==> src/pfs_pkg.sv <==
/*
   Constants for the function status flag block: register placement in
   configuration space, bit layout, reset value and access states.
   Assumes dword-wide configuration accesses with byte enables.
*/
package pfs_pkg;

   // Register placement
   localparam logic [11:0] FUNC_STATUS_OFS = 12'h04a;
   localparam logic [9:0] FUNC_STATUS_DW = FUNC_STATUS_OFS[11:2];
   localparam logic [1:0] FUNC_STATUS_LANE = FUNC_STATUS_OFS[1:0];
   localparam int CFG_DW_W = 10;
   localparam int CFG_DATA_W = 32;
   localparam int CFG_BE_W = 4;

   // Register layout
   localparam int STS_W = 16;
   localparam logic [15:0] STS_RESET = 16'h0000;
   localparam int BIT_CORR = 0;
   localparam int BIT_NONFATAL = 1;
   localparam int BIT_FATAL = 2;
   localparam int BIT_UNSUP = 3;
   localparam int BIT_PEND = 5;
   localparam int ERR_FLAGS = 4;
   localparam logic [3:0] ERR_RESET = 4'h0;
   localparam logic [31:0] DATA_ZERO = 32'h0000_0000;

   // Outstanding request counter
   localparam int CNT_W_DEF = 11;

   // Configuration access handler
   typedef enum logic [1:0]
   {
      PFS_IDLE = 2'b00,
      PFS_RESP = 2'b01
   } pfs_acc_e;

endpackage

==> src/pfs_pending_tracker.sv <==
/*
   Outstanding non-posted request tracker. Counts issued requests down
   on real completions and on completion timeouts, clears on the end of
   a function level reset, and flags accounting errors.
   Assumes one-cycle event pulses synchronous to clk_sys.
*/
`timescale 1ns/1ps

module pfs_pending_tracker
#(
   parameter int CNT_W = pfs_pkg::CNT_W_DEF
)
(
   // Clock and reset
   input wire logic clk_sys,
   input wire logic rst,
   // Request events
   input wire logic np_issue,
   input wire logic np_complete,
   input wire logic np_timeout,
   input wire logic flr_done,
   // Results
   output logic pending_r,
   output logic [CNT_W-1:0] count_r,
   output logic track_err_r
);

   localparam logic [CNT_W-1:0] CNT_ZERO = '0;
   localparam logic [CNT_W-1:0] CNT_MAX = '1;

   logic [CNT_W+1:0] sum;
   logic [CNT_W+1:0] fin;
   logic [CNT_W-1:0] count_nxt;
   logic err_nxt;

   always_comb
   begin
      sum = {2'b00, count_r} + {{(CNT_W+1){1'b0}}, np_issue};
      // A timed-out request finishes just as a completed one does
      fin = {{(CNT_W+1){1'b0}}, np_complete}
         + {{(CNT_W+1){1'b0}}, np_timeout};
      err_nxt = 1'b0;
      if (fin > sum)
      begin
         count_nxt = CNT_ZERO;
         err_nxt = 1'b1;
      end
      else if ((sum - fin) > {2'b00, CNT_MAX})
      begin
         count_nxt = CNT_MAX;
         err_nxt = 1'b1;
      end
      else
      begin
         count_nxt = CNT_W'(sum - fin);
      end
   end

   always_ff @(posedge clk_sys)
   begin
      if (rst)
      begin
         count_r <= CNT_ZERO;
         pending_r <= 1'b0;
      end
      else if (flr_done)
      begin
         count_r <= CNT_ZERO;
         pending_r <= 1'b0;
      end
      else
      begin
         count_r <= count_nxt;
         pending_r <= (count_nxt != CNT_ZERO);
      end
   end

   always_ff @(posedge clk_sys)
   begin
      if (rst)
         track_err_r <= 1'b0;
      else if (err_nxt && !flr_done)
         track_err_r <= 1'b1;
   end

endmodule

==> src/pfs_function_status.sv <==
/*
   Function status register for one PCI Express function in
   configuration space: pending-request flag and four sticky error flags
   cleared by writing ones. Assumes dword configuration accesses with
   byte enables, one-cycle event pulses, and requests spaced at least two
   cycles apart. Error reporting enables and error masks live in other
   registers and never gate the flags kept here, so none of them is an
   input of this block.
*/
`timescale 1ns/1ps

module pfs_function_status
#(
   parameter int CNT_W = pfs_pkg::CNT_W_DEF
)
(
   // Clock and reset
   input wire logic clk_sys,
   input wire logic rst,
   // Non-posted request tracking
   input wire logic np_issue,
   input wire logic np_complete,
   input wire logic np_timeout,
   input wire logic flr_done,
   // Error events from classification logic
   input wire logic unsup_req_event,
   input wire logic fatal_err_event,
   input wire logic nonfatal_err_event,
   input wire logic corr_err_event,
   // Configuration access
   input wire logic cfg_rd,
   input wire logic cfg_wr,
   input wire logic [pfs_pkg::CFG_DW_W-1:0] cfg_dw_addr,
   input wire logic [pfs_pkg::CFG_BE_W-1:0] cfg_byte_en,
   input wire logic [pfs_pkg::CFG_DATA_W-1:0] cfg_wdata,
   output logic [pfs_pkg::CFG_DATA_W-1:0] cfg_rdata,
   output logic cfg_done,
   // Status view
   output logic [pfs_pkg::STS_W-1:0] function_status,
   output logic requests_pending,
   output logic [CNT_W-1:0] outstanding_cnt,
   output logic track_err
);

   // Bits in one byte lane of the configuration dword
   localparam int BYTE_W = 8;
   localparam int LANE_LO = BYTE_W * int'(pfs_pkg::FUNC_STATUS_LANE);

   pfs_pkg::pfs_acc_e acc_r;
   pfs_pkg::pfs_acc_e acc_nxt;
   logic [pfs_pkg::ERR_FLAGS-1:0] err_r;
   logic [pfs_pkg::ERR_FLAGS-1:0] err_evt;
   logic [pfs_pkg::ERR_FLAGS-1:0] err_clr;
   logic [pfs_pkg::ERR_FLAGS-1:0] err_nxt;
   logic pend_flag;
   logic [CNT_W-1:0] cnt_q;
   logic trk_err_q;
   logic req_take;
   logic wr_take;
   logic rd_take;
   logic [pfs_pkg::STS_W-1:0] image;
   logic [pfs_pkg::STS_W-1:0] wr_half;
   logic [pfs_pkg::STS_W-1:0] wr_mask;
   logic [pfs_pkg::CFG_DATA_W-1:0] rd_word;
   logic sts_sel;
   logic [pfs_pkg::CFG_DATA_W-1:0] cfg_rdata_r;
   logic cfg_done_r;
   logic [pfs_pkg::STS_W-1:0] function_status_r;
   logic requests_pending_r;
   logic [CNT_W-1:0] outstanding_cnt_r;
   logic track_err_r;

   // True when the access lands on the dword holding the register and
   // enables at least one of its byte lanes
   function automatic logic sts_hit
   (
      input logic [pfs_pkg::CFG_DW_W-1:0] dw,
      input logic [pfs_pkg::CFG_BE_W-1:0] be
   );
      logic lanes;
      lanes = be[int'(pfs_pkg::FUNC_STATUS_LANE)]
         | be[int'(pfs_pkg::FUNC_STATUS_LANE) + 1];
      sts_hit = (dw == pfs_pkg::FUNC_STATUS_DW) && lanes;
   endfunction

   // Builds the register image; reserved bits stay zero
   function automatic logic [pfs_pkg::STS_W-1:0] sts_pack
   (
      input logic [pfs_pkg::ERR_FLAGS-1:0] errs,
      input logic pend
   );
      logic [pfs_pkg::STS_W-1:0] v;
      v = pfs_pkg::STS_RESET;
      v[pfs_pkg::BIT_CORR] = errs[pfs_pkg::BIT_CORR];
      v[pfs_pkg::BIT_NONFATAL] = errs[pfs_pkg::BIT_NONFATAL];
      v[pfs_pkg::BIT_FATAL] = errs[pfs_pkg::BIT_FATAL];
      v[pfs_pkg::BIT_UNSUP] = errs[pfs_pkg::BIT_UNSUP];
      v[pfs_pkg::BIT_PEND] = pend;
      sts_pack = v;
   endfunction

   // Outstanding request accounting
   pfs_pending_tracker #(
      .CNT_W(CNT_W)
   ) u_tracker (
      .clk_sys(clk_sys),
      .rst(rst),
      .np_issue(np_issue),
      .np_complete(np_complete),
      .np_timeout(np_timeout),
      .flr_done(flr_done),
      .pending_r(pend_flag),
      .count_r(cnt_q),
      .track_err_r(trk_err_q)
   );

   // Access handler: one request at a time, answered on the next edge
   always_comb
   begin
      req_take = 1'b0;
      acc_nxt = acc_r;
      case (acc_r)
         pfs_pkg::PFS_IDLE:
         begin
            if (cfg_rd || cfg_wr)
            begin
               req_take = 1'b1;
               acc_nxt = pfs_pkg::PFS_RESP;
            end
         end
         pfs_pkg::PFS_RESP:
         begin
            acc_nxt = pfs_pkg::PFS_IDLE;
         end
         default:
         begin
            acc_nxt = pfs_pkg::PFS_IDLE;
         end
      endcase
   end

   always_ff @(posedge clk_sys)
   begin
      if (rst)
         acc_r <= pfs_pkg::PFS_IDLE;
      else
         acc_r <= acc_nxt;
   end

   // A write wins over a read offered in the same cycle
   always_comb
   begin
      sts_sel = sts_hit(cfg_dw_addr, cfg_byte_en);
      wr_take = req_take && cfg_wr && sts_sel;
      rd_take = req_take && !cfg_wr && sts_sel;
      wr_half = cfg_wdata[LANE_LO +: pfs_pkg::STS_W];
   end

   // Event vector in register bit order; error enables and masks are
   // deliberately not looked at
   function automatic logic [pfs_pkg::ERR_FLAGS-1:0] evt_pack
   (
      input logic ur,
      input logic fatal,
      input logic nonfatal,
      input logic corr
   );
      logic [pfs_pkg::ERR_FLAGS-1:0] v;
      v = pfs_pkg::ERR_RESET;
      v[pfs_pkg::BIT_CORR] = corr;
      v[pfs_pkg::BIT_NONFATAL] = nonfatal;
      v[pfs_pkg::BIT_FATAL] = fatal;
      v[pfs_pkg::BIT_UNSUP] = ur;
      evt_pack = v;
   endfunction

   always_comb
   begin
      err_evt = evt_pack(unsup_req_event, fatal_err_event,
         nonfatal_err_event, corr_err_event);
   end

   // Per-bit write enable from the byte lane that carries each bit
   genvar bi;
   generate
      for (bi = 0; bi < pfs_pkg::STS_W; bi = bi + 1)
      begin : g_lane
         assign wr_mask[bi] =
            cfg_byte_en[int'(pfs_pkg::FUNC_STATUS_LANE) + bi / BYTE_W];
      end
   endgenerate

   genvar gi;
   generate
      for (gi = 0; gi < pfs_pkg::ERR_FLAGS; gi = gi + 1)
      begin : g_flag
         // A flag clears only where its byte lane is enabled
         assign err_clr[gi] = wr_take && wr_mask[gi] && wr_half[gi];
         // Set beats a clear landing in the same cycle
         assign err_nxt[gi] = err_evt[gi]
            | (err_r[gi] & ~err_clr[gi]);

         always_ff @(posedge clk_sys)
         begin
            if (rst)
               err_r[gi] <= pfs_pkg::ERR_RESET[gi];
            else
               err_r[gi] <= err_nxt[gi];
         end
      end
   endgenerate

   always_comb
   begin
      image = sts_pack(err_r, pend_flag);
   end

   // Read word; other dwords and lanes read as zero
   always_comb
   begin
      rd_word = pfs_pkg::DATA_ZERO;
      if (rd_take)
         rd_word[LANE_LO +: pfs_pkg::STS_W] = image;
   end

   // Read answer stands until the next taken request
   always_ff @(posedge clk_sys)
   begin
      if (rst)
         cfg_rdata_r <= pfs_pkg::DATA_ZERO;
      else if (req_take)
         cfg_rdata_r <= rd_word;
   end

   always_ff @(posedge clk_sys)
   begin
      if (rst)
         cfg_done_r <= 1'b0;
      else
         cfg_done_r <= req_take;
   end

   // Registered status view for the rest of the function
   always_ff @(posedge clk_sys)
   begin
      if (rst)
         function_status_r <= pfs_pkg::STS_RESET;
      else
         function_status_r <= image;
   end

   always_ff @(posedge clk_sys)
   begin
      if (rst)
         requests_pending_r <= 1'b0;
      else
         requests_pending_r <= pend_flag;
   end

   // Count and accounting error copies are not part of the register
   always_ff @(posedge clk_sys)
   begin
      if (rst)
         outstanding_cnt_r <= '0;
      else
         outstanding_cnt_r <= cnt_q;
   end

   always_ff @(posedge clk_sys)
   begin
      if (rst)
         track_err_r <= 1'b0;
      else
         track_err_r <= trk_err_q;
   end

   assign cfg_rdata = cfg_rdata_r;
   assign cfg_done = cfg_done_r;
   assign function_status = function_status_r;
   assign requests_pending = requests_pending_r;
   assign outstanding_cnt = outstanding_cnt_r;
   assign track_err = track_err_r;

endmodule

==> config.mk <==
export PLATFORM = sky130hd
export DESIGN_NAME = pfs_function_status
export DESIGN_NICKNAME = d
export VERILOG_FILES = /design/src/pfs_pkg.sv /design/src/pfs_pending_tracker.sv /design/src/pfs_function_status.sv
export SDC_FILE = /design/constraint.sdc
export NUM_CORES = 1
export LEC_CHECK = 0
export BUFFER_PORTS_ARGS = -buffer_cell sky130_fd_sc_hd__buf_2
export CORE_MARGIN = 2
export CORE_UTILIZATION = 40
export CTS_BUF_LIST = sky130_fd_sc_hd__clkbuf_2
export CTS_CLUSTER_SIZE = 24
export DETAILED_ROUTE_END_ITERATION = 10
export GPL_TIMING_DRIVEN = 0
export PLACE_DENSITY_LB_ADDON = 0.15
export REMOVE_ABC_BUFFERS = 1
export SYNTH_ARGS = -nofsm -noshare
export SYNTH_HDL_FRONTEND = slang
export SYNTH_HIERARCHICAL = 1
export SYNTH_SLANG_ARGS = --single-unit
==> constraint.sdc <==
create_clock -name clk_sys -period 3.8 [get_ports clk_sys]
set_input_delay 0.38 -clock clk_sys [delete_from_list [all_inputs] [get_ports clk_sys]]
set_output_delay 0.38 -clock clk_sys [all_outputs]
set_load 0.01 [all_outputs]
==> qor.csv <==
stage,metric,value,unit
cts,CTS root buffer,clkbuf_2,
routing,initial drt markers,56,
critical_path,RR Endpoint,u_tracker/pending_r$_SDFF_PP0_,
sta,final setup vio count,0,
cells_and_area,share of post-route cells with drive strength above 1,22.3,%
cts,Skew-Pair Late Insertion Delay,0.38,ns
critical_path,critical path arrival,3.66,ns
place,Setup WS pre-CTS,0.286,ns
cells_and_area,"most common cell after layout, fill and taps aside",buf_2,
critical_path,"Req. time, crit path",4.09,ns
yosys,Syn Area/Cell,8.97,um2
cts,"Reg clk slew, reported paths",0.20,ns
sta,Final Cycle Share,88.6,%
yosys,number of synthesized flops with an enable pin,0,
yosys,most common flop cell mapped by yosys,dfxtp_1,
place,input/output buffers,51,
grt,gr usage total,14.2,%
sta,Final min period,3.37,ns
cells_and_area,final net count,377,
power_and_ir_drop,Leakage,1.15,nW
critical_path,CP Class,reg2reg,
critical_path,CP max FO,11,
grt,largest net degree at the start of global routing,28,
cts,Num CTS Buffers,5,
power_and_ir_drop,pwr/cell area,586,nW/um2
place,Post-DP HPWL,3640,um
critical_path,"setup slack, reg-to-reg",0.43,ns
yosys,sequential element share of the synthesized area,33.9,%
yosys,Synth Register Bits,41,
sta,final setup margin,0.433,ns
cells_and_area,# fillers,600,
hold_path,hold path depth,3,
hold_path,Worst Hold Class,in2reg,
place,Final GP Congestion,0.772,
routing,drt wl/cell,12.4,um
yosys,Async SR Flop Fraction,0,%
sta,RSZ-0062 raised after global routing,no,
cells_and_area,area delta synth->final,6.20,%
sta,measured slew at the worst slew-check pin,0.827,ns
yosys,Synth Cell Area,2420,um2
sta,Worst slew margin,44.5,%
routing,DRC Markers,0,
floorplanning,die area,6690,um2
cells_and_area,"commonest cells after routing, fill and taps aside","51 x buf_2, 41 x dfxtp_1, 38 x conb_1, 23 x nor2b_1, 19 x nor2_1",
yosys,post-synthesis cell type count,53,
critical_path,FF-to-FF path depth,10,
floorplanning,Core Box Area,5890,um2
hold_path,hold endpoint,u_tracker/track_err_r$_SDFFE_PP0P_,
cts,hold buffers post-CTS,0,
routing,Post-Route WL,4810,um
yosys,Cells after Synth,270,
hold_path,Hold Startpoint,flr_done,
cts,CTS resizes,0,
grt,initial antenna violation count,0,
cts,CTS Buffer Depth,2,
place,Cell Count Post-Placement,381,
floorplanning,Die W,81.8,um
critical_path,crit end category,register,
critical_path,Worst setup SP type,register,
routing,routed vias/inst,4.84,
sta,setup_tns,0,ns
cts,Post-CTS Setup Inserts,0,
floorplanning,Initial Utilization,41.2,%
grt,number of global-route vias before repair,1615,
cts,H-tree Lvls,2,
cells_and_area,Non-Filler Instances,389,
sta,hold_ws,0.274,ns
cells_and_area,n_diodes,0,
floorplanning,Die Y,81.8,um
yosys,Ys Warns,6,
sta,Max Slew Vio Count,0,
routing,drt pass-1 iters,4,
critical_path,worst r2r src,u_tracker/count_r[0]$_SDFF_PP0_,
grt,first-pass GRT wire length,7360,um
grt,grt ovf,0,
power_and_ir_drop,Worst IR Drop VDD,0.174,mV
floorplanning,I/O Pins,120,
floorplanning,Cell Rows,28,
routing,vias after detailed routing,1884,
cts,Clock Sinks,41,
sta,count of final hold-check violations,0,
run_status,status,"complete, no violations",
run,total of max-cap violations,0,
sta,Post-Route Skew,0.0160,ns
cts,CTS tree,yes,
sta,top achievable clock speed,0.297,GHz
routing,Final ANT Viol Nets,0,
[flip-flops by register name, summed over array words and instances, names as in the netlist]
signal / count
u_tracker/pending_r: 1
cfg_rdata: 5
err_r: 4
u_tracker/track_err_r: 1
u_tracker/count_r: 11
acc_r: 1
track_err: 1
cfg_done: 1
function_status: 5
outstanding_cnt: 11
[final cells by class]
type | instances | area (um2) | area share (%)
well taps | 75 | 93.8 | 3.65
inverters | 4 | 15.0 | 0.584
flip-flops and latches | 41 | 821 | 31.9
multi-input cells | 210 | 1350 | 52.4
repair buffers | 51 | 255 | 9.92
clock buffers | 6 | 30.0 | 1.17
clock inverters | 2 | 10.0 | 0.389
[worst max-delay path: stages (launching register included)]
cell,delay [ns]
dfxtp_1,0.37
ha_1,0.28
ha_1,0.35
and2_1,0.39
xnor2_1,0.16
a31oi_1,0.16
nor3b_4,0.36
nand2_1,0.08
o21ai_1,0.66
a31oi_1,0.21
a31o_1,0.23
[worst max path at each step]
stage,from,end,slack [ns],cells after the start
floorplan,np_issue,u_tracker/pending_r$_SDFF_PP0_,0.95,10
global placement,np_issue,u_tracker/pending_r$_SDFF_PP0_,0.28,11
detailed placement,np_issue,u_tracker/pending_r$_SDFF_PP0_,0.29,11
CTS,u_tracker/count_r[0]$_SDFF_PP0_,u_tracker/pending_r$_SDFF_PP0_,0.44,10
global route,u_tracker/count_r[0]$_SDFF_PP0_,u_tracker/pending_r$_SDFF_PP0_,0.15,10
finish,u_tracker/count_r[0]$_SDFF_PP0_,u_tracker/pending_r$_SDFF_PP0_,0.43,10
[per-stage QoR]
| stage | area (um2) | total power [mW] | utilization, % |
|---|---|---|---|
| after floorplan | 2180 | 1.14 | - |
| after global placement | 2530 | 1.33 | 43.0 |
| after detailed placement | 2530 | 1.33 | 43.0 |
| after CTS | 2570 | 1.52 | 43.7 |
| after global routing | 2570 | 1.63 | 43.7 |
| final | 2570 | 1.51 | 43.7 |
[Yosys cell counts (2+ instances only)]
cell       n  share of area (%)
a21oi_1   13                2.7
a21o_1     2               0.62
o21ai_0    5                1.0
buf_6      4                1.9
ha_1       5                2.6
o21bai_1   5                1.5
nor4b_2    4                2.5
a21boi_0   2               0.62
a31oi_1    7                1.8
buf_4     39                 12
xor2_1     3                1.1
nor2b_1   23                5.9
nand2_1    9                1.4
nor2_1    19                2.9
nor3_1     6                1.2
and3_1     6                1.5
o21ai_1    3               0.62
mux2i_1    3                1.2
nand2b_1   2               0.52
buf_2      5                1.0
xnor2_1   11                4.0
a32o_1     6                2.5
clkbuf_1   4               0.62
inv_1      4               0.62
dfxtp_1   41                 34
a211oi_1   2               0.62
nand4_1    3               0.77
and2_1     3               0.77
nand3_1    7                1.4
[metal layers]
| layer | up-vias | GRT usage (%) | wire [um] |
|---|---|---|---|
| met2 | 80 | 25.5 | 2190 |
| met3 | 7 | 2.75 | 395 |
| li1 | 956 | - | - |
| met5 | - | 0 | 0 |
| met1 | 841 | 16.5 | 2160 |
| met4 | 0 | 5.67 | 65 |
[kinds of logic (layout without fill, tap and decap cells)]
| group | Yosys count | in the layout | share of synthesized area (%) |
|---|---|---|---|
| AO/OA/AOI/OAI | 56 | 56 | 16.5 |
| XOR/XNOR | 14 | 14 | 5.06 |
| AND/OR/NAND/NOR | 93 | 93 | 23.6 |
| other | 1 | 38 | 0.155 |
| adder cells (fa/ha/maj) | 6 | 6 | 3.41 |
| buffers and inverters | 56 | 63 | 16.2 |
| flip-flops | 41 | 41 | 33.9 |
| multiplexers | 3 | 3 | 1.24 |
[power by group]
group	leakage, nW	switching (mW)	internal (mW)
sequential	0.336	0.0943	0.510
clock	0.0327	0.134	0.0464
combinational	0.782	0.401	0.320
No activity file was read; power rests on OpenSTA's default activity.
